**src/can_chan_pkg.sv**
```systemverilog
// constants and carriers for one can message channel status block
// assumes a byte-addressed register port with 32-bit data
package can_chan_pkg;

	localparam int ADDR_W = 8;
	localparam int DATA_W = 32;
	localparam int FLAG_W = 12;
	localparam int IRQ_W  = 8;
	localparam int CTRL_W = 9;
	localparam int DLC_W  = 4;

	// register byte offsets
	localparam logic [7:0] OFS_CHANNEL_CONTROL    = 8'h00;
	localparam logic [7:0] OFS_FLAG_CLEAR         = 8'h08;
	localparam logic [7:0] OFS_EVENT_FLAGS        = 8'h0C;
	localparam logic [7:0] OFS_IRQ_ENABLE_SET     = 8'h10;
	localparam logic [7:0] OFS_IRQ_ENABLE_CLEAR   = 8'h14;
	localparam logic [7:0] OFS_IRQ_ENABLED_VIEW   = 8'h18;

	// event flag bit positions
	localparam int BIT_ACK_ERR         = 0;
	localparam int BIT_FORM_ERR        = 1;
	localparam int BIT_CRC_ERR         = 2;
	localparam int BIT_STUFF_ERR       = 3;
	localparam int BIT_BIT_ERR         = 4;
	localparam int BIT_RX_DONE         = 5;
	localparam int BIT_TX_DONE         = 6;
	localparam int BIT_REMOTE_ARRIVAL  = 7;
	localparam int BIT_LENGTH_MISMATCH = 9;
	localparam int BIT_BUFFER_FILLED   = 10;
	localparam int BIT_BUFFER_OVERRUN  = 11;

	// implemented flag bits, bit 8 is reserved
	localparam logic [11:0] FLAG_IMPL_MASK = 12'hEFF;

	// reset values
	localparam logic [11:0] FLAGS_RESET = 12'h000;
	localparam logic [7:0]  MASK_RESET  = 8'h00;
	localparam logic [8:0]  CTRL_RESET  = 9'h000;
	localparam logic [31:0] RDATA_IDLE  = 32'h0000_0000;

	// channel control layout, bit 8 down to bit 0
	typedef struct packed {
		logic       overwrite;
		logic       chan_en;
		logic       producer_select;
		logic       auto_reply;
		logic       ide;
		logic [3:0] dlc;
	} channel_control_t;

	// one-cycle event pulses from the protocol engine
	typedef struct packed {
		logic       ack_err;
		logic       form_err;
		logic       crc_err;
		logic       stuff_err;
		logic       bit_err;
		logic       rx_done;
		logic       tx_done;
		logic       remote_start;
		logic       frame_accepted;
		logic [3:0] rx_dlc;
	} can_event_t;

endpackage : can_chan_pkg

```
**src/can_channel_status_irq.sv**
```systemverilog
// status flags, flag clearing and interrupt mask of one can channel
// assumes event pulses synchronous to clk_sys, one cycle each
//
// The address map and the address-and-strobe port were decided locally.
`timescale 1ns/10ps

// Functional notes
// - missing acknowledge sets flag bit 0
// - illegal fixed-form bit sets bit 1
// - crc mismatch sets bit 2
// - six equal bits set bit 3
// - dominant sent, recessive seen sets bit 4
// - error-free reception sets bit 5
// - error-free transmission sets bit 6
// - remote frame sets bit 7 early
// - dlc mismatch sets bit 9, no interrupt
// - overwrite consumer reception sets bit 10
// - overwrite consumer reception while filled sets bit 11
// - write one clears flag and interrupt
// - clear register also clears filled, overrun
// - enable register write one enables interrupt
// - disable register write one disables interrupt
// - mask view reads enabled interrupts
// - normal mode disables channel after reception
// - producer bit returns zero after transmission
// - received dlc updates control field
module can_channel_status_irq (
	// clock and reset
	input  wire logic                          clk_sys,
	input  wire logic                          rst,
	// register port
	input  wire logic [7:0]                    addr,
	input  wire logic [31:0]                   wdata,
	input  wire logic                          wr,
	input  wire logic                          rd,
	output logic      [31:0]                   rdata_reg,
	// protocol engine side
	input  wire can_chan_pkg::can_event_t      ev,
	output can_chan_pkg::channel_control_t     cfg,
	// interrupt
	output logic                               irq
);

	////////////////////////////////////////////////////////////////////////
	// declarations

	can_chan_pkg::channel_control_t ctrl_reg;
	can_chan_pkg::channel_control_t ctrl_next;
	can_chan_pkg::channel_control_t ctrl_sw;
	logic [11:0] flags;
	logic [11:0] set_vec;
	logic [11:0] clr_vec;
	logic [7:0]  mask_reg;
	logic [7:0]  mask_next;
	logic [31:0] rdata_next;
	logic [31:0] rd_val;
	logic        hit_ctrl;
	logic        hit_clear;
	logic        hit_flags;
	logic        hit_en;
	logic        hit_dis;
	logic        hit_view;
	logic        dlc_mismatch;
	logic        fill_set;
	logic        ovr_set;

	////////////////////////////////////////////////////////////////////////
	// address decode

	assign hit_ctrl  = (addr == can_chan_pkg::OFS_CHANNEL_CONTROL);
	assign hit_clear = (addr == can_chan_pkg::OFS_FLAG_CLEAR);
	assign hit_flags = (addr == can_chan_pkg::OFS_EVENT_FLAGS);
	assign hit_en    = (addr == can_chan_pkg::OFS_IRQ_ENABLE_SET);
	assign hit_dis   = (addr == can_chan_pkg::OFS_IRQ_ENABLE_CLEAR);
	assign hit_view  = (addr == can_chan_pkg::OFS_IRQ_ENABLED_VIEW);

	////////////////////////////////////////////////////////////////////////
	// event set terms

	assign dlc_mismatch = ev.frame_accepted & (ev.rx_dlc != ctrl_reg.dlc);
	assign fill_set     = ev.rx_done & ctrl_reg.overwrite & ~ctrl_reg.producer_select;
	assign ovr_set      = fill_set & flags[can_chan_pkg::BIT_BUFFER_FILLED];

	assign set_vec[can_chan_pkg::BIT_ACK_ERR]         = ev.ack_err;
	assign set_vec[can_chan_pkg::BIT_FORM_ERR]        = ev.form_err;
	assign set_vec[can_chan_pkg::BIT_CRC_ERR]         = ev.crc_err;
	assign set_vec[can_chan_pkg::BIT_STUFF_ERR]       = ev.stuff_err;
	assign set_vec[can_chan_pkg::BIT_BIT_ERR]         = ev.bit_err;
	assign set_vec[can_chan_pkg::BIT_RX_DONE]         = ev.rx_done;
	assign set_vec[can_chan_pkg::BIT_TX_DONE]         = ev.tx_done;
	assign set_vec[can_chan_pkg::BIT_REMOTE_ARRIVAL]  = ev.remote_start;
	assign set_vec[8]                                 = 1'b0;
	assign set_vec[can_chan_pkg::BIT_LENGTH_MISMATCH] = dlc_mismatch;
	assign set_vec[can_chan_pkg::BIT_BUFFER_FILLED]   = fill_set;
	assign set_vec[can_chan_pkg::BIT_BUFFER_OVERRUN]  = ovr_set;

	// write one clears, zero leaves alone
	assign clr_vec = (wr && hit_clear) ? (wdata[11:0] & can_chan_pkg::FLAG_IMPL_MASK) : 12'h000;

	////////////////////////////////////////////////////////////////////////
	// sticky flags

	genvar gi;
	generate
		for (gi = 0; gi < can_chan_pkg::FLAG_W; gi++) begin : g_flag
			flag_cell u_flag (
				.clk_sys  (clk_sys),
				.rst      (rst),
				.set_in   (set_vec[gi]),
				.clr_in   (clr_vec[gi]),
				.flag_reg (flags[gi])
			);
		end
	endgenerate

	////////////////////////////////////////////////////////////////////////
	// interrupt mask

	assign mask_next = (wr && hit_en)  ? (mask_reg | wdata[7:0]) :
	                   (wr && hit_dis) ? (mask_reg & ~wdata[7:0]) :
	                   mask_reg;

	always_ff @(posedge clk_sys) begin
		if (rst) begin
			mask_reg <= can_chan_pkg::MASK_RESET;
		end else begin
			mask_reg <= mask_next;
		end
	end

	// only the eight event flags reach the line
	assign irq = |(flags[7:0] & mask_reg);

	////////////////////////////////////////////////////////////////////////
	// channel control

	assign ctrl_sw = (wr && hit_ctrl) ? can_chan_pkg::channel_control_t'(wdata[8:0]) : ctrl_reg;

	always_comb begin
		ctrl_next = ctrl_sw;
		if (ev.rx_done && !ctrl_reg.overwrite) begin
			ctrl_next.chan_en = 1'b0;
		end
		if (ev.tx_done) begin
			ctrl_next.producer_select = 1'b0;
		end
		if (ev.frame_accepted) begin
			ctrl_next.dlc = ev.rx_dlc;
		end
	end

	always_ff @(posedge clk_sys) begin
		if (rst) begin
			ctrl_reg <= can_chan_pkg::CTRL_RESET;
		end else begin
			ctrl_reg <= ctrl_next;
		end
	end

	assign cfg = ctrl_reg;

	////////////////////////////////////////////////////////////////////////
	// read path

	assign rd_val = hit_flags ? {20'h00000, flags} :
	                hit_ctrl  ? {23'h000000, ctrl_reg} :
	                hit_view  ? {24'h000000, mask_reg} :
	                can_chan_pkg::RDATA_IDLE;

	assign rdata_next = rd ? rd_val : can_chan_pkg::RDATA_IDLE;

	always_ff @(posedge clk_sys) begin
		if (rst) begin
			rdata_reg <= can_chan_pkg::RDATA_IDLE;
		end else begin
			rdata_reg <= rdata_next;
		end
	end
endmodule : can_channel_status_irq

```
**src/flag_cell.sv**
```systemverilog
// one sticky status bit, set by hardware, cleared by software
// assumes set and clear are single-cycle pulses on clk_sys
`timescale 1ns/10ps
module flag_cell (
	// clock and reset
	input  wire logic clk_sys,
	input  wire logic rst,
	// control
	input  wire logic set_in,
	input  wire logic clr_in,
	// state
	output logic      flag_reg
);

	logic flag_next;

	// set beats a clear in the same cycle
	assign flag_next = set_in | (flag_reg & ~clr_in);

	always_ff @(posedge clk_sys) begin
		if (rst) begin
			flag_reg <= 1'b0;
		end else begin
			flag_reg <= flag_next;
		end
	end

endmodule : flag_cell

```
**config.mk**
```make
export PLATFORM = sky130hd
export DESIGN_NAME = can_channel_status_irq
export DESIGN_NICKNAME = d
export VERILOG_FILES = /design/src/can_chan_pkg.sv /design/src/can_channel_status_irq.sv /design/src/flag_cell.sv
export SDC_FILE = /design/constraint.sdc
export NUM_CORES = 1
export LEC_CHECK = 0
export ABC_AREA = 1
export ABC_CLOCK_PERIOD_IN_PS = 1300
export CORE_UTILIZATION = 35
export CTS_BUF_LIST = sky130_fd_sc_hd__clkbuf_2
export CTS_CLUSTER_SIZE = 40
export DETAILED_ROUTE_END_ITERATION = 7
export DONT_BUFFER_PORTS = 1
export PLACE_DENSITY_LB_ADDON = 0.2
export SYNTH_ARGS = -nofsm -noshare
export SYNTH_HDL_FRONTEND = slang
export SYNTH_SLANG_ARGS = --single-unit
```
**constraint.sdc**
```tcl
create_clock -name clk_sys -period 1.3 [get_ports clk_sys]
set_clock_uncertainty 0.1 [all_clocks]
set_input_delay 0.195 -clock clk_sys [delete_from_list [all_inputs] [get_ports clk_sys]]
set_output_delay 0.195 -clock clk_sys [all_outputs]
set_load 0.005 [all_outputs]
```
# Yosys cells after proc, flatten, opt, wreduce, memory -nomap -nowiden

Cells that the tools add are included.

Mux-type cells: 8
Bitwise gates (word level): 45
Equality and inequality tests: 6
Reduce and logical (&&, ||, !) cells: 14

Operator list:

| kind                                                 | count |
|---|---|
| equality test 8 x 5 -> 1 bit (second input constant) | 3 |
| two-way mux 12 bit                                   | 2 |
| two-way mux 8 bit                                    | 3 |
| bitwise AND 1 bit                                    | 16 |
| bitwise AND 8 bit                                    | 2 |
| equality test 8 x 4 -> 1 bit (second input constant) | 2 |
| inverter 1 bit                                       | 14 |
| bitwise OR 1 bit                                     | 11 |
| two-way mux 9 bit                                    | 1 |
| zero test 8 bit                                      | 1 |
| two-way mux 4 bit                                    | 2 |
| inverter 8 bit                                       | 1 |
| bitwise OR 8 bit                                     | 1 |
| OR reduction 8 bit                                   | 1 |
| OR reduction 2 bit                                   | 3 |
| logical AND 1 bit                                    | 5 |
| != test 4 bit                                        | 1 |
| nonzero test 2 bit                                   | 2 |
| OR reduction 4 bit                                   | 1 |
| zero test 1 bit                                      | 1 |

Input port bits: 57
Register bits: 61
Output and inout bits: 42
Word-level logic and storage cells: 94

# Logic depth before layout (Yosys ltp)

Gate-level depths: netlist of the first run.

Depth after elaboration: 6
Gate-level depth with buffers: 8
Mapped depth without buffers: 7

# Modules after synthesis

Synthesis of the first run repeated with hierarchy kept, for this count alone.

Cell total of the unflattened synthesis: 336
Area total of the unflattened synthesis: 2321.0 um2

By module, submodules not included:

| module                 | area an instance (um2) | sequential area each (um2) | instances | cells an instance |
|---|---|---|---|---|
| can_channel_status_irq | 1840.5                 | 580.6                      | 1         | 276 |
| flag_cell              | 40.0                   | 20.0                       | 12        | 5 |

# Least setup slack after synthesis of the first run

OpenSTA, ideal clock, no wires.

Kind: input -> register
From: in addr[2]
To: reg g_flag[0].u_flag.flag_reg
Slack: 157 ps
Arrival time: 911 ps
Cell stages on the path: 8
Buffers on the path: 2
Required time: 1068 ps
Setup time: 132 ps
Cells stage by stage: buf_6 -> inv_4 -> nand2_2 -> nor2_8 -> buf_6 -> nand3_1 -> nand2_1 -> a21oi_1

Word-level cells in the longest chain between the ends: 6

RTL lines:

| element                      | RTL line                     | text |
|---|---|---|
| start, declared              | can_channel_status_irq.sv:32 | `input wire logic [7:0] addr,` |
| equality test 8 x 4 -> 1 bit | can_channel_status_irq.sv:71 | `assign hit_clear = (addr == can_chan_pkg::OFS_FLAG_CLEAR);` |
| logical AND 1 bit            | can_channel_status_irq.sv:98 | `assign clr_vec = (wr && hit_clear) ? (wdata[11:0] & can_chan_pkg::FLAG_IMPL_MASK) : 12'h000;` |
| two-way mux 12 bit           | can_channel_status_irq.sv:98 |  |
| inverter 1 bit               | flag_cell.sv:18              | `assign flag_next = set_in \| (flag_reg & ~clr_in);` |
| bitwise AND 1 bit            | flag_cell.sv:18              |  |
| bitwise OR 1 bit             | flag_cell.sv:18              |  |
| end signal, assigned         | flag_cell.sv:24              | `flag_reg <= flag_next;` |
| end, declared                | flag_cell.sv:12              | `output logic flag_reg` |

No other way between the ends.
A chain may end at the register's enable or synchronous reset.

==> run_results.csv, run 1 <==
group,metric,value,unit
outcome,run_status,"finished, violations left",
outcome,violations,"negative setup slack",
critical_path,r2r_start,"cfg[1]",
layout,fin_cells,425,
critical_path,ff2ff_setup_slack,0.15,ns
critical_path,r2r_cells,7,
synth,ys_types,27,
synth,yosysSeqAreaShare,0.366,
sta,setup_ws,-0.262,ns
layout,final_cell_mix,"76 x nand2_1, 38 x nand3_1, 34 x dfxtp_1, 32 x nor2_1, 31 x inv_1",
sta,drv_slew,0,
placement,placed_cells,386,
clocking,tritoncts,"built",
critical_path,critPathMaxStageDelay,0.37,ns
synth,synth_area_per_cell,7.03,um2
hold_path,hold_path.class,"in2reg",
layout,multi_input_area,1110,um2
synth,synth_top_family_by_area,"simple AND/OR/NAND/NOR gates",
sta,rsz0062_at_grt,"true",
critical_path,crit_path_top_delay_cell,"dfxtp_2",
job,drv_cap,0,
layout,diodes,0,
sta,period_share,1.20,
clocking,root_buffer,"clkbuf_2",
route,drc,0,
floorplan,io_pins,99,
route,via_count,1956,
route,drt_iter0_drc,76,
floorplan,core_area,5960,um2
clocking,clk_pin_slew,0.22,ns
hold_path,hold-path-endpoint,"rdata_reg[2]",
sta,fmax,640,MHz
layout,final_common_cell,"nand2_1",
synth,syn_inst,311,
route,via_per_inst,4.60,
grt,grt_max_degree,20,
hold_path,hp-start,"addr[3]",
floorplan,dieArea,6570,um2
sta,final_hold_viol_count,0,
sta,worst_slew_pin_slew,0.599,ns
grt,grt_pass1_wl,9030,um
clocking,cts_buffer_depth,2,
placement,gp_congestion,0.784,
pwr,ir_worst_vdd,0.399,mV
synth,ys_warn_count,0,
synth,synthMuxAreaShare,0,
layout,area_growth,18.5,%
critical_path,reg2reg_to,"g_flag[9].u_flag.flag_reg",
route,ant_nets,0,
synth,synthXorXnorAreaFrac,0,
floorplan,num_rows,28,
hold_path,holdPathStages,5,
critical_path,arrival,1.27,ns
floorplan,fp.dieH,81.0,um
critical_path,worstPathRequired,1.00,ns
grt,grt_pass1_vias,1872,
layout,ff_latch_area,808,um2
floorplan,start_util,0.367,
sta,period_minus_slack,1.56,ns
pwr,p_per_area,828,nW/um2
placement,io_buffers,0,
sta,slew_headroom,0.601,
grt,gr-total-overflow,0,
layout,drive_gt1_frac,0.177,
clocking,cts_sinks,40,
clocking,clk_latency,0.42,ns
synth,synthAdderAreaFrac,0,
critical_path,cp-start-kind,"flip-flop",
route,routed_wl,5580,um
layout,fill_cells,677,
floorplan,die_width,81.0,um
placement,dp_hpwl,3890,um
critical_path,end_kind,"primary output",
route,wire_per_inst,13.1,um
synth,yosys_register_bits,40,
sta,finalSetupViolations,1,
synth,synth_compound_area_frac,0.0967,
route,first_pass_iters,4,
grt,antenna_found_initial,0,
pwr,leakagePower,1.20,nW
critical_path,path_max_fanout,2,
layout,nNetsFinal,407,
critical_path,crit_type,"reg2out",
sta,fin_setup_tns,-0.262,ns
synth,synthSimpleGateAreaFrac,0.371,
critical_path,path_cells,"a22o_1 > a21oi_2 > nand3b_1",
clocking,htreeDepth,2,
grt,grt_usage,0.187,
synth,synth.cell_area,2190,um2
clocking,cts_buffers,5,
-- final cells by class --
class	count	area share
Multi-Input combinational cell	225	0.428
Sequential cell	40	0.312
Timing Repair Buffer	40	0.154
Inverter	38	0.0560
Tap cell	75	0.0362
Clock buffer	5	0.00966
Clock inverter	2	0.00483
-- routing by layer --
| metal | up-vias | global-route usage | wire [um] |
|---|---|---|---|
| li1 | 1020 | - | - |
| met1 | 871 | 0.228 | 2460 |
| met2 | 57 | 0.318 | 2670 |
| met3 | 8 | 0.0517 | 368 |
| met4 | 0 | 0.0554 | 81 |
| met5 | - | 0 | 0 |
-- through the flow --
step                      hold slack [ns]  total power [W]   util  setup slack [ns]  area [um2]
after detailed placement            0.169          0.00150  0.373            0.0417        2220
after CTS                          0.0165          0.00216  0.429            -0.292        2560
final                              0.0305          0.00214  0.435            -0.262        2590
after global placement              0.167          0.00150  0.373            0.0503        2220
after global routing               0.0191          0.00227  0.435            -0.368        2590
after floorplan                     0.164          0.00151      -             0.157        2260
-- report_power, final --
part | internal [W] | leakage, nW | total (W) | switching [W]
Clock | 0.000118 | 0.0248 | 0.000560 | 0.000441
Sequential | 0.00126 | 0.328 | 0.00129 | 0.0000270
Combinational | 0.000130 | 0.845 | 0.000297 | 0.000167
Total | 0.00151 | 1.20 | 0.00214 | 0.000635
-- logic make-up (layout without fill, tap and decap cells) --
logic type             Yosys count  count (layout)
flip-flops                      40              40
AND/OR/NAND/NOR                171             171
buffers and inverters           65              85
other                            1              20
AO/OA/AOI/OAI                   34              34
-- critical path: cells and delay by family, from the launching register on --
| kind | cells | cell delay (ns) |
|---|---|---|
| and+or+nand+nor | 1 | 0.13 |
| DFF | 1 | 0.37 |
| AOI/OAI and AO/OA | 2 | 0.36 |
-- what timing repair did --
action	CTS	global route
gates resized for setup	4	6
hold buffers	28	0
pin swaps	2	2
hold endpoints to repair	29	0
buffers inserted	1	3
endpoints found under the setup margin	1	30
-- worst max-delay path by stage --
stage                                          from  slack (ns)                        end  cells after the start
final                                     flip-flop       -0.26                        irq                      3
after global placement                      addr[5]        0.05                     cfg[2]                      7
after CTS                 g_flag[6].u_flag.flag_reg       -0.29                        irq                      3
after detailed placement                    addr[1]        0.04               rdata_reg[0]                      7
after global routing                      flip-flop       -0.37                        irq                      3
after floorplan                             addr[2]        0.16  g_flag[0].u_flag.flag_reg                      8
-- Yosys cell counts (all sizes together) --
library cell  number  area [um2]
and3               1        6.26
a22o               3        26.3
nor3               2        10.0
nand3b             1        7.51
nand2             79         309
conb               1        3.75
nor2              45         243
nand3             42         230
dfxtp             40         801
nand4              1        6.26
inv               38         145
buf               25         205
o21ai              8        40.0
a21oi             23         145
clkbuf             2        7.51
(Power assumes the default switching activity.)
==> run 2: changes to the inputs <==
--- a/config.mk
+++ b/config.mk
@@ -7,7 +7,7 @@
 export LEC_CHECK = 0
 export ABC_AREA = 1
 export ABC_CLOCK_PERIOD_IN_PS = 1300
-export CORE_UTILIZATION = 35
+export CORE_UTILIZATION = 60
 export CTS_BUF_LIST = sky130_fd_sc_hd__clkbuf_2
 export CTS_CLUSTER_SIZE = 40
 export DETAILED_ROUTE_END_ITERATION = 7
==> run 2 against run 1 <==
  * The flow still finishes with violations (negative setup slack)
  * First-iteration DRC count up 3.9%
  * Total power down 1.7%
  * Clock power down 5.0%
  * Maximum frequency up 2.0%
  * Critical endpoint unchanged
  * Count of clock-buffer cells in the layout unchanged
==> run_results.csv, run 2 (synthesized netlist as in run 1, its figures left out) <==
group,metric,value,unit
pwr,ir_worst_vdd,0.568,mV
floorplan,die_width,62.4,um
critical_path,arrival,1.24,ns
floorplan,io_pins,99,
layout,drive_gt1_frac,0.163,
pwr,power,0.00211,W
layout,fin_cells,395,
outcome,run_status,"finished, violations left",
grt,grt_pass1_vias,1944,
route,via_per_inst,5.16,
sta,setup_ws,-0.231,ns
critical_path,path_max_fanout,2,
clocking,cts_sinks,40,
clocking,tritoncts,"built",
grt,grt_usage,0.299,
sta,finalSetupViolations,1,
route,drt_iter0_drc,79,
clocking,cts_buffers,5,
floorplan,fp.dieH,62.4,um
route,routed_wl,5250,um
layout,diodes,0,
job,drv_cap,0,
floorplan,dieArea,3890,um2
grt,gr-total-overflow,0,
floorplan,core_area,3420,um2
route,via_count,2037,
route,ant_nets,0,
placement,io_buffers,0,
hold_path,holdPathStages,4,
placement,dp_hpwl,3510,um
pwr,leakagePower,1.17,nW
clocking,htreeDepth,2,
pwr,p_per_area,836,nW/um2
sta,period_share,1.18,
clocking,clk_latency,0.39,ns
hold_path,hold_path.class,"in2reg",
grt,grt_max_degree,20,
critical_path,reg2reg_to,"g_flag[9].u_flag.flag_reg",
grt,grt_pass1_wl,9020,um
clocking,root_buffer,"clkbuf_2",
hold_path,hp-start,"rd",
clocking,clk_pin_slew,0.20,ns
critical_path,cp-start-kind,"flip-flop",
layout,fill_cells,287,
route,wire_per_inst,13.3,um
sta,period_minus_slack,1.53,ns
sta,fin_setup_tns,-0.231,ns
critical_path,ff2ff_setup_slack,0.17,ns
critical_path,crit_type,"reg2out",
floorplan,start_util,0.640,
critical_path,r2r_start,"cfg[2]",
route,drc,0,
grt,antenna_found_initial,0,
critical_path,worstPathRequired,1.00,ns
placement,gp_congestion,0.828,
sta,rsz0062_at_grt,"true",
sta,fmax,653,MHz
floorplan,num_rows,21,
critical_path,r2r_cells,7,
layout,nNetsFinal,405,
layout,final_common_cell,"nand2_1",
hold_path,hold-path-endpoint,"rdata_reg[2]",
placement,placed_cells,355,
route,first_pass_iters,4,
layout,area_growth,15.5,%
sta,final_hold_viol_count,0,
sta,drv_slew,0,
outcome,violations,"negative setup slack",
clocking,cts_buffer_depth,2,
layout,final_cell_mix,"76 x nand2_1, 38 x nand3_1, 35 x dfxtp_1, 33 x nor2_1, 31 x inv_1",
critical_path,end_kind,"primary output",
[run 2: cell types whose count changed in the layout (fill, tap and decap cells not counted), sizes merged]
cell and change:
buf -2, clkinvlp +1, dlygate4sd3 +1, dlymetal6s4s -1
[run 2: repair_timing]
action                                 CTS  global route
resized for setup                        6             0
pin swaps                                3             1
setup buffers                            4             0
setup endpoints to repair                1             1
endpoints found under the hold margin   28             4
hold buffers                            27             1
[run 2: layout make-up]
| cell class | count | area, um2 | share of cell area |
|---|---|---|---|
| Clock buffer | 5 | 25.0 | 0.00992 |
| Clock inverter | 3 | 18.8 | 0.00744 |
| Inverter | 38 | 145 | 0.0575 |
| Multi-Input combinational cell | 225 | 1100 | 0.437 |
| Sequential cell | 40 | 807 | 0.320 |
| Tap cell | 46 | 57.6 | 0.0228 |
| Timing Repair Buffer | 38 | 368 | 0.146 |
[run 2: layer usage]
metal | vias to the layer above | routed length (um) | track usage
li1 | 1014 | - | -
met1 | 924 | 2060 | 0.338
met2 | 85 | 2660 | 0.532
met3 | 14 | 395 | 0.0809
met4 | 0 | 131 | 0.116
met5 | - | 0 | 0
[run 2: stage by stage]
step                cell area (um2)   util  setup slack [ns]  hold WS [ns]
floorplan                      2260      -             0.157         0.164
global placement               2160  0.632             0.104         0.166
detailed placement             2160  0.632            0.0953         0.168
CTS                            2510  0.736            -0.244       0.00451
finish                         2520  0.739            -0.231        0.0244
global route                   2520  0.739            -0.301        0.0205
[run 2: worst max path at each step]
| stage | start | to | slack [ns] | cells after the start |
|---|---|---|---|---|
| floorplan | addr[2] | g_flag[0].u_flag.flag_reg | 0.16 | 8 |
| global placement | addr[5] | g_flag[11].u_flag.flag_reg | 0.10 | 7 |
| detailed placement | addr[5] | g_flag[0].u_flag.flag_reg | 0.1 | 7 |
| CTS | flip-flop | irq | -0.24 | 3 |
| global route | g_flag[7].u_flag.flag_reg | irq | -0.30 | 3 |
| finish | g_flag[6].u_flag.flag_reg | irq | -0.23 | 3 |
[run 2: worst max-delay path: stages (launching register included)]
cell and delay (ns):
dfxtp_2 0.36, a22o_1 0.22, a21oi_1 0.11, nand3b_1 0.14
[run 2: report_power, final]
| group | leakage, nW | switching, W | internal, W | total (W) |
|---|---|---|---|---|
| clock | 0.0226 | 0.000408 | 0.000124 | 0.000532 |
| combinational | 0.821 | 0.000165 | 0.000122 | 0.000287 |
| sequential | 0.328 | 0.0000293 | 0.00126 | 0.00129 |
| total | 1.17 | 0.000602 | 0.00151 | 0.00211 |
==> run 3: changes to the inputs <==
--- a/config.mk
+++ b/config.mk
@@ -5,9 +5,10 @@
 export SDC_FILE = /design/constraint.sdc
 export NUM_CORES = 1
 export LEC_CHECK = 0
-export ABC_AREA = 1
 export ABC_CLOCK_PERIOD_IN_PS = 1300
-export CORE_UTILIZATION = 60
+export CELL_PAD_IN_SITES_DETAIL_PLACEMENT = 0
+export CELL_PAD_IN_SITES_GLOBAL_PLACEMENT = 1
+export CORE_UTILIZATION = 46
 export CTS_BUF_LIST = sky130_fd_sc_hd__clkbuf_2
 export CTS_CLUSTER_SIZE = 40
 export DETAILED_ROUTE_END_ITERATION = 7
==> run 3 against run 2 <==
  * The flow still finishes with violations (negative setup slack)
  * Total power down 1.3%
  * Sequential power about the same
  * Worst hold slack better by 0.0065 ns
  * Synthesized area down 17%
  * Sequential share of layout area up 3.1 points
  * Routed wire length down 13%
  * Die area up 8.1%
  * Synthesized cell count down 34%
  * Highest routed layer unchanged
==> run_results.csv, run 3 <==
group,metric,value,unit
outcome,run_status,"finished, violations left",
outcome,violations,"negative setup slack",
layout,fin_util,0.621,
critical_path,path_max_fanout,2,
clocking,htreeDepth,2,
pwr,swShare,0.275,
sta,setup_ws,-0.102,ns
layout,final_cell_mix,"33 x dlygate4sd3_1, 32 x dfxtp_1, 20 x inv_1, 20 x conb_1, 17 x a21oi_1",
synth,yosys.area.top_type,"dfxtp_1",
hold_path,hold_path.class,"in2reg",
pwr,p_per_area,902,nW/um2
sta,fmax,713,MHz
synth,synth.top_cells.by_area,"dfxtp_1 44%, buf_4 8.3%, a21oi_1 5.2%",
synth,synth_area_per_cell,8.90,um2
sta,period_minus_slack,1.40,ns
pwr,p_int,0.00151,W
critical_path,end_kind,"primary output",
synth,synth.cell_area,1820,um2
synth,synth_top_area_frac,0.441,
layout,fin_cells,299,
clocking,tritoncts,"built",
synth,yosysSeqAreaShare,0.441,
layout,final_common_cell,"dlygate4sd3_1",
synth,yosys_register_bits,40,
sta,worst_slew_pin_slew,1.10,ns
synth,syn_inst,204,
placement,gp_congestion,0.804,
clocking,clk_latency,0.41,ns
grt,antenna_found_initial,0,
job,drv_cap,0,
floorplan,fp.dieH,64.8,um
layout,nNetsFinal,307,
grt,gr-total-overflow,0,
pwr,power_frac_comb,0.123,
floorplan,dieArea,4200,um2
critical_path,worstPathRequired,1.00,ns
sta,slew_headroom,0.265,
route,first_pass_iters,4,
sta,rsz0062_at_grt,"true",
pwr,leakagePower,1.00,nW
route,routed_wl,4540,um
critical_path,cp-start-kind,"flip-flop",
route,drt_iter0_drc,89,
pwr,ir_worst_vdd,0.436,mV
grt,grt_max_degree,29,
route,via_per_inst,5.27,
placement,dp_hpwl,2980,um
clocking,clk_pin_slew,0.21,ns
floorplan,start_util,0.489,
floorplan,io_pins,99,
route,ant_nets,0,
sta,drv_slew,0,
grt,grt_pass1_wl,7210,um
grt,grt_usage,0.227,
pwr,power.share.clock,0.261,
route,wire_per_inst,15.2,um
clocking,root_buffer,"clkbuf_2",
synth,synthArstFlopShare,0,
clocking,cts_buffer_depth,2,
synth,synthTopCellsByCount,"40 x dfxtp_1, 20 x buf_4, 20 x inv_1, 19 x a21oi_1, 12 x a22oi_1",
synth,synth_edf_count,0,
layout,diodes,0,
floorplan,core_area,3720,um2
pwr,seqPwrFrac,0.616,
placement,placed_cells,255,
synth,synth_ff_type,"dfxtp_1",
route,drc,0,
floorplan,num_rows,22,
route,via_count,1576,
floorplan,die_width,64.8,um
clocking,cts_sinks,40,
sta,finalSetupViolations,2,
synth,ys_types,29,
synth,synth.most_common_cell,"dfxtp_1",
clocking,cts_buffers,5,
synth,ys_warn_count,0,
critical_path,arrival,1.11,ns
sta,period_share,1.08,
grt,grt_pass1_vias,1517,
sta,final_hold_viol_count,0,
placement,io_buffers,0,
layout,drive_gt1_frac,0.159,
pwr,netSwitchingPower,0.000572,W
layout,area_growth,27.2,%
critical_path,crit_type,"reg2out",
placement,dp_slack,-0.239,ns
-- run 3: layout make-up --
type | instances | area, um2
clock buffers | 5 | 25.0
clock inverters | 3 | 13.8
fillers | 339 | 1410
inverters | 20 | 75.1
multi-input cells | 134 | 856
flip-flops and latches | 40 | 811
well taps | 48 | 60.1
repair buffers | 49 | 468
-- run 3: layer usage --
metal | share of wire | up-vias | track usage
met4 | 0.014 | 0 | 0.0806
met5 | 0 | - | 0
met3 | 0.055 | 5 | 0.0687
met1 | 0.42 | 755 | 0.264
met2 | 0.51 | 53 | 0.389
li1 | - | 763 | -
-- run 3: metrics by stage --
| step | area [um2] | hold WS, ns | TNS [ns] | total power, W |
|---|---|---|---|---|
| floorplan | 1910 | 0.172 | -1.04 | 0.00145 |
| global placement | 1870 | 0.167 | -1.55 | 0.00143 |
| detailed placement | 1870 | 0.169 | -3.45 | 0.00143 |
| CTS | 2280 | 0.00533 | -1.79 | 0.00207 |
| global route | 2310 | 0.0300 | -0.155 | 0.00216 |
| finish | 2310 | 0.0309 | -0.104 | 0.00208 |
-- run 3: final timing paths --
kind | from | endpoint | slack (ns) | cells past startpoint
min reg2reg | g_flag[11].u_flag.flag_reg | rdata_reg[11] | 0.38 | 1
max reg2reg | cfg[0] | g_flag[9].u_flag.flag_reg | 0.09 | 3
min | ev[3] | g_flag[9].u_flag.flag_reg | 0.03 | 3
max | flip-flop | irq | -0.10 | 2
-- run 3: critical path, stage by stage, from the launching register on --
cell	delay, ns
dfxtp_2	0.37
a22oi_2	0.18
nand4_1	0.15
-- run 3: cell families after synthesis --
group	share of synthesized area
flops	0.441
simple gates	0.126
other cells	0.00207
buf+inv	0.147
compound gates	0.214
xor+xnor	0.0193
mux	0.0496
-- run 3: what timing repair did --
item,CTS,global route
setup buffers,2,0
setup endpoints to repair,1,29
gates resized for setup,10,4
hold buffers,33,1
pin swaps,2,1
endpoints found under the hold margin,29,1
-- run 3: power groups by stage --
stage | registers, W | logic, W | clock network, W
after floorplan | 0.00130 | 0.000148 | 0
after global placement | 0.00130 | 0.000124 | 0
after detailed placement | 0.00130 | 0.000131 | 0
after CTS | 0.00128 | 0.000243 | 0.000546
after global routing | 0.00129 | 0.000281 | 0.000597
final | 0.00128 | 0.000256 | 0.000544
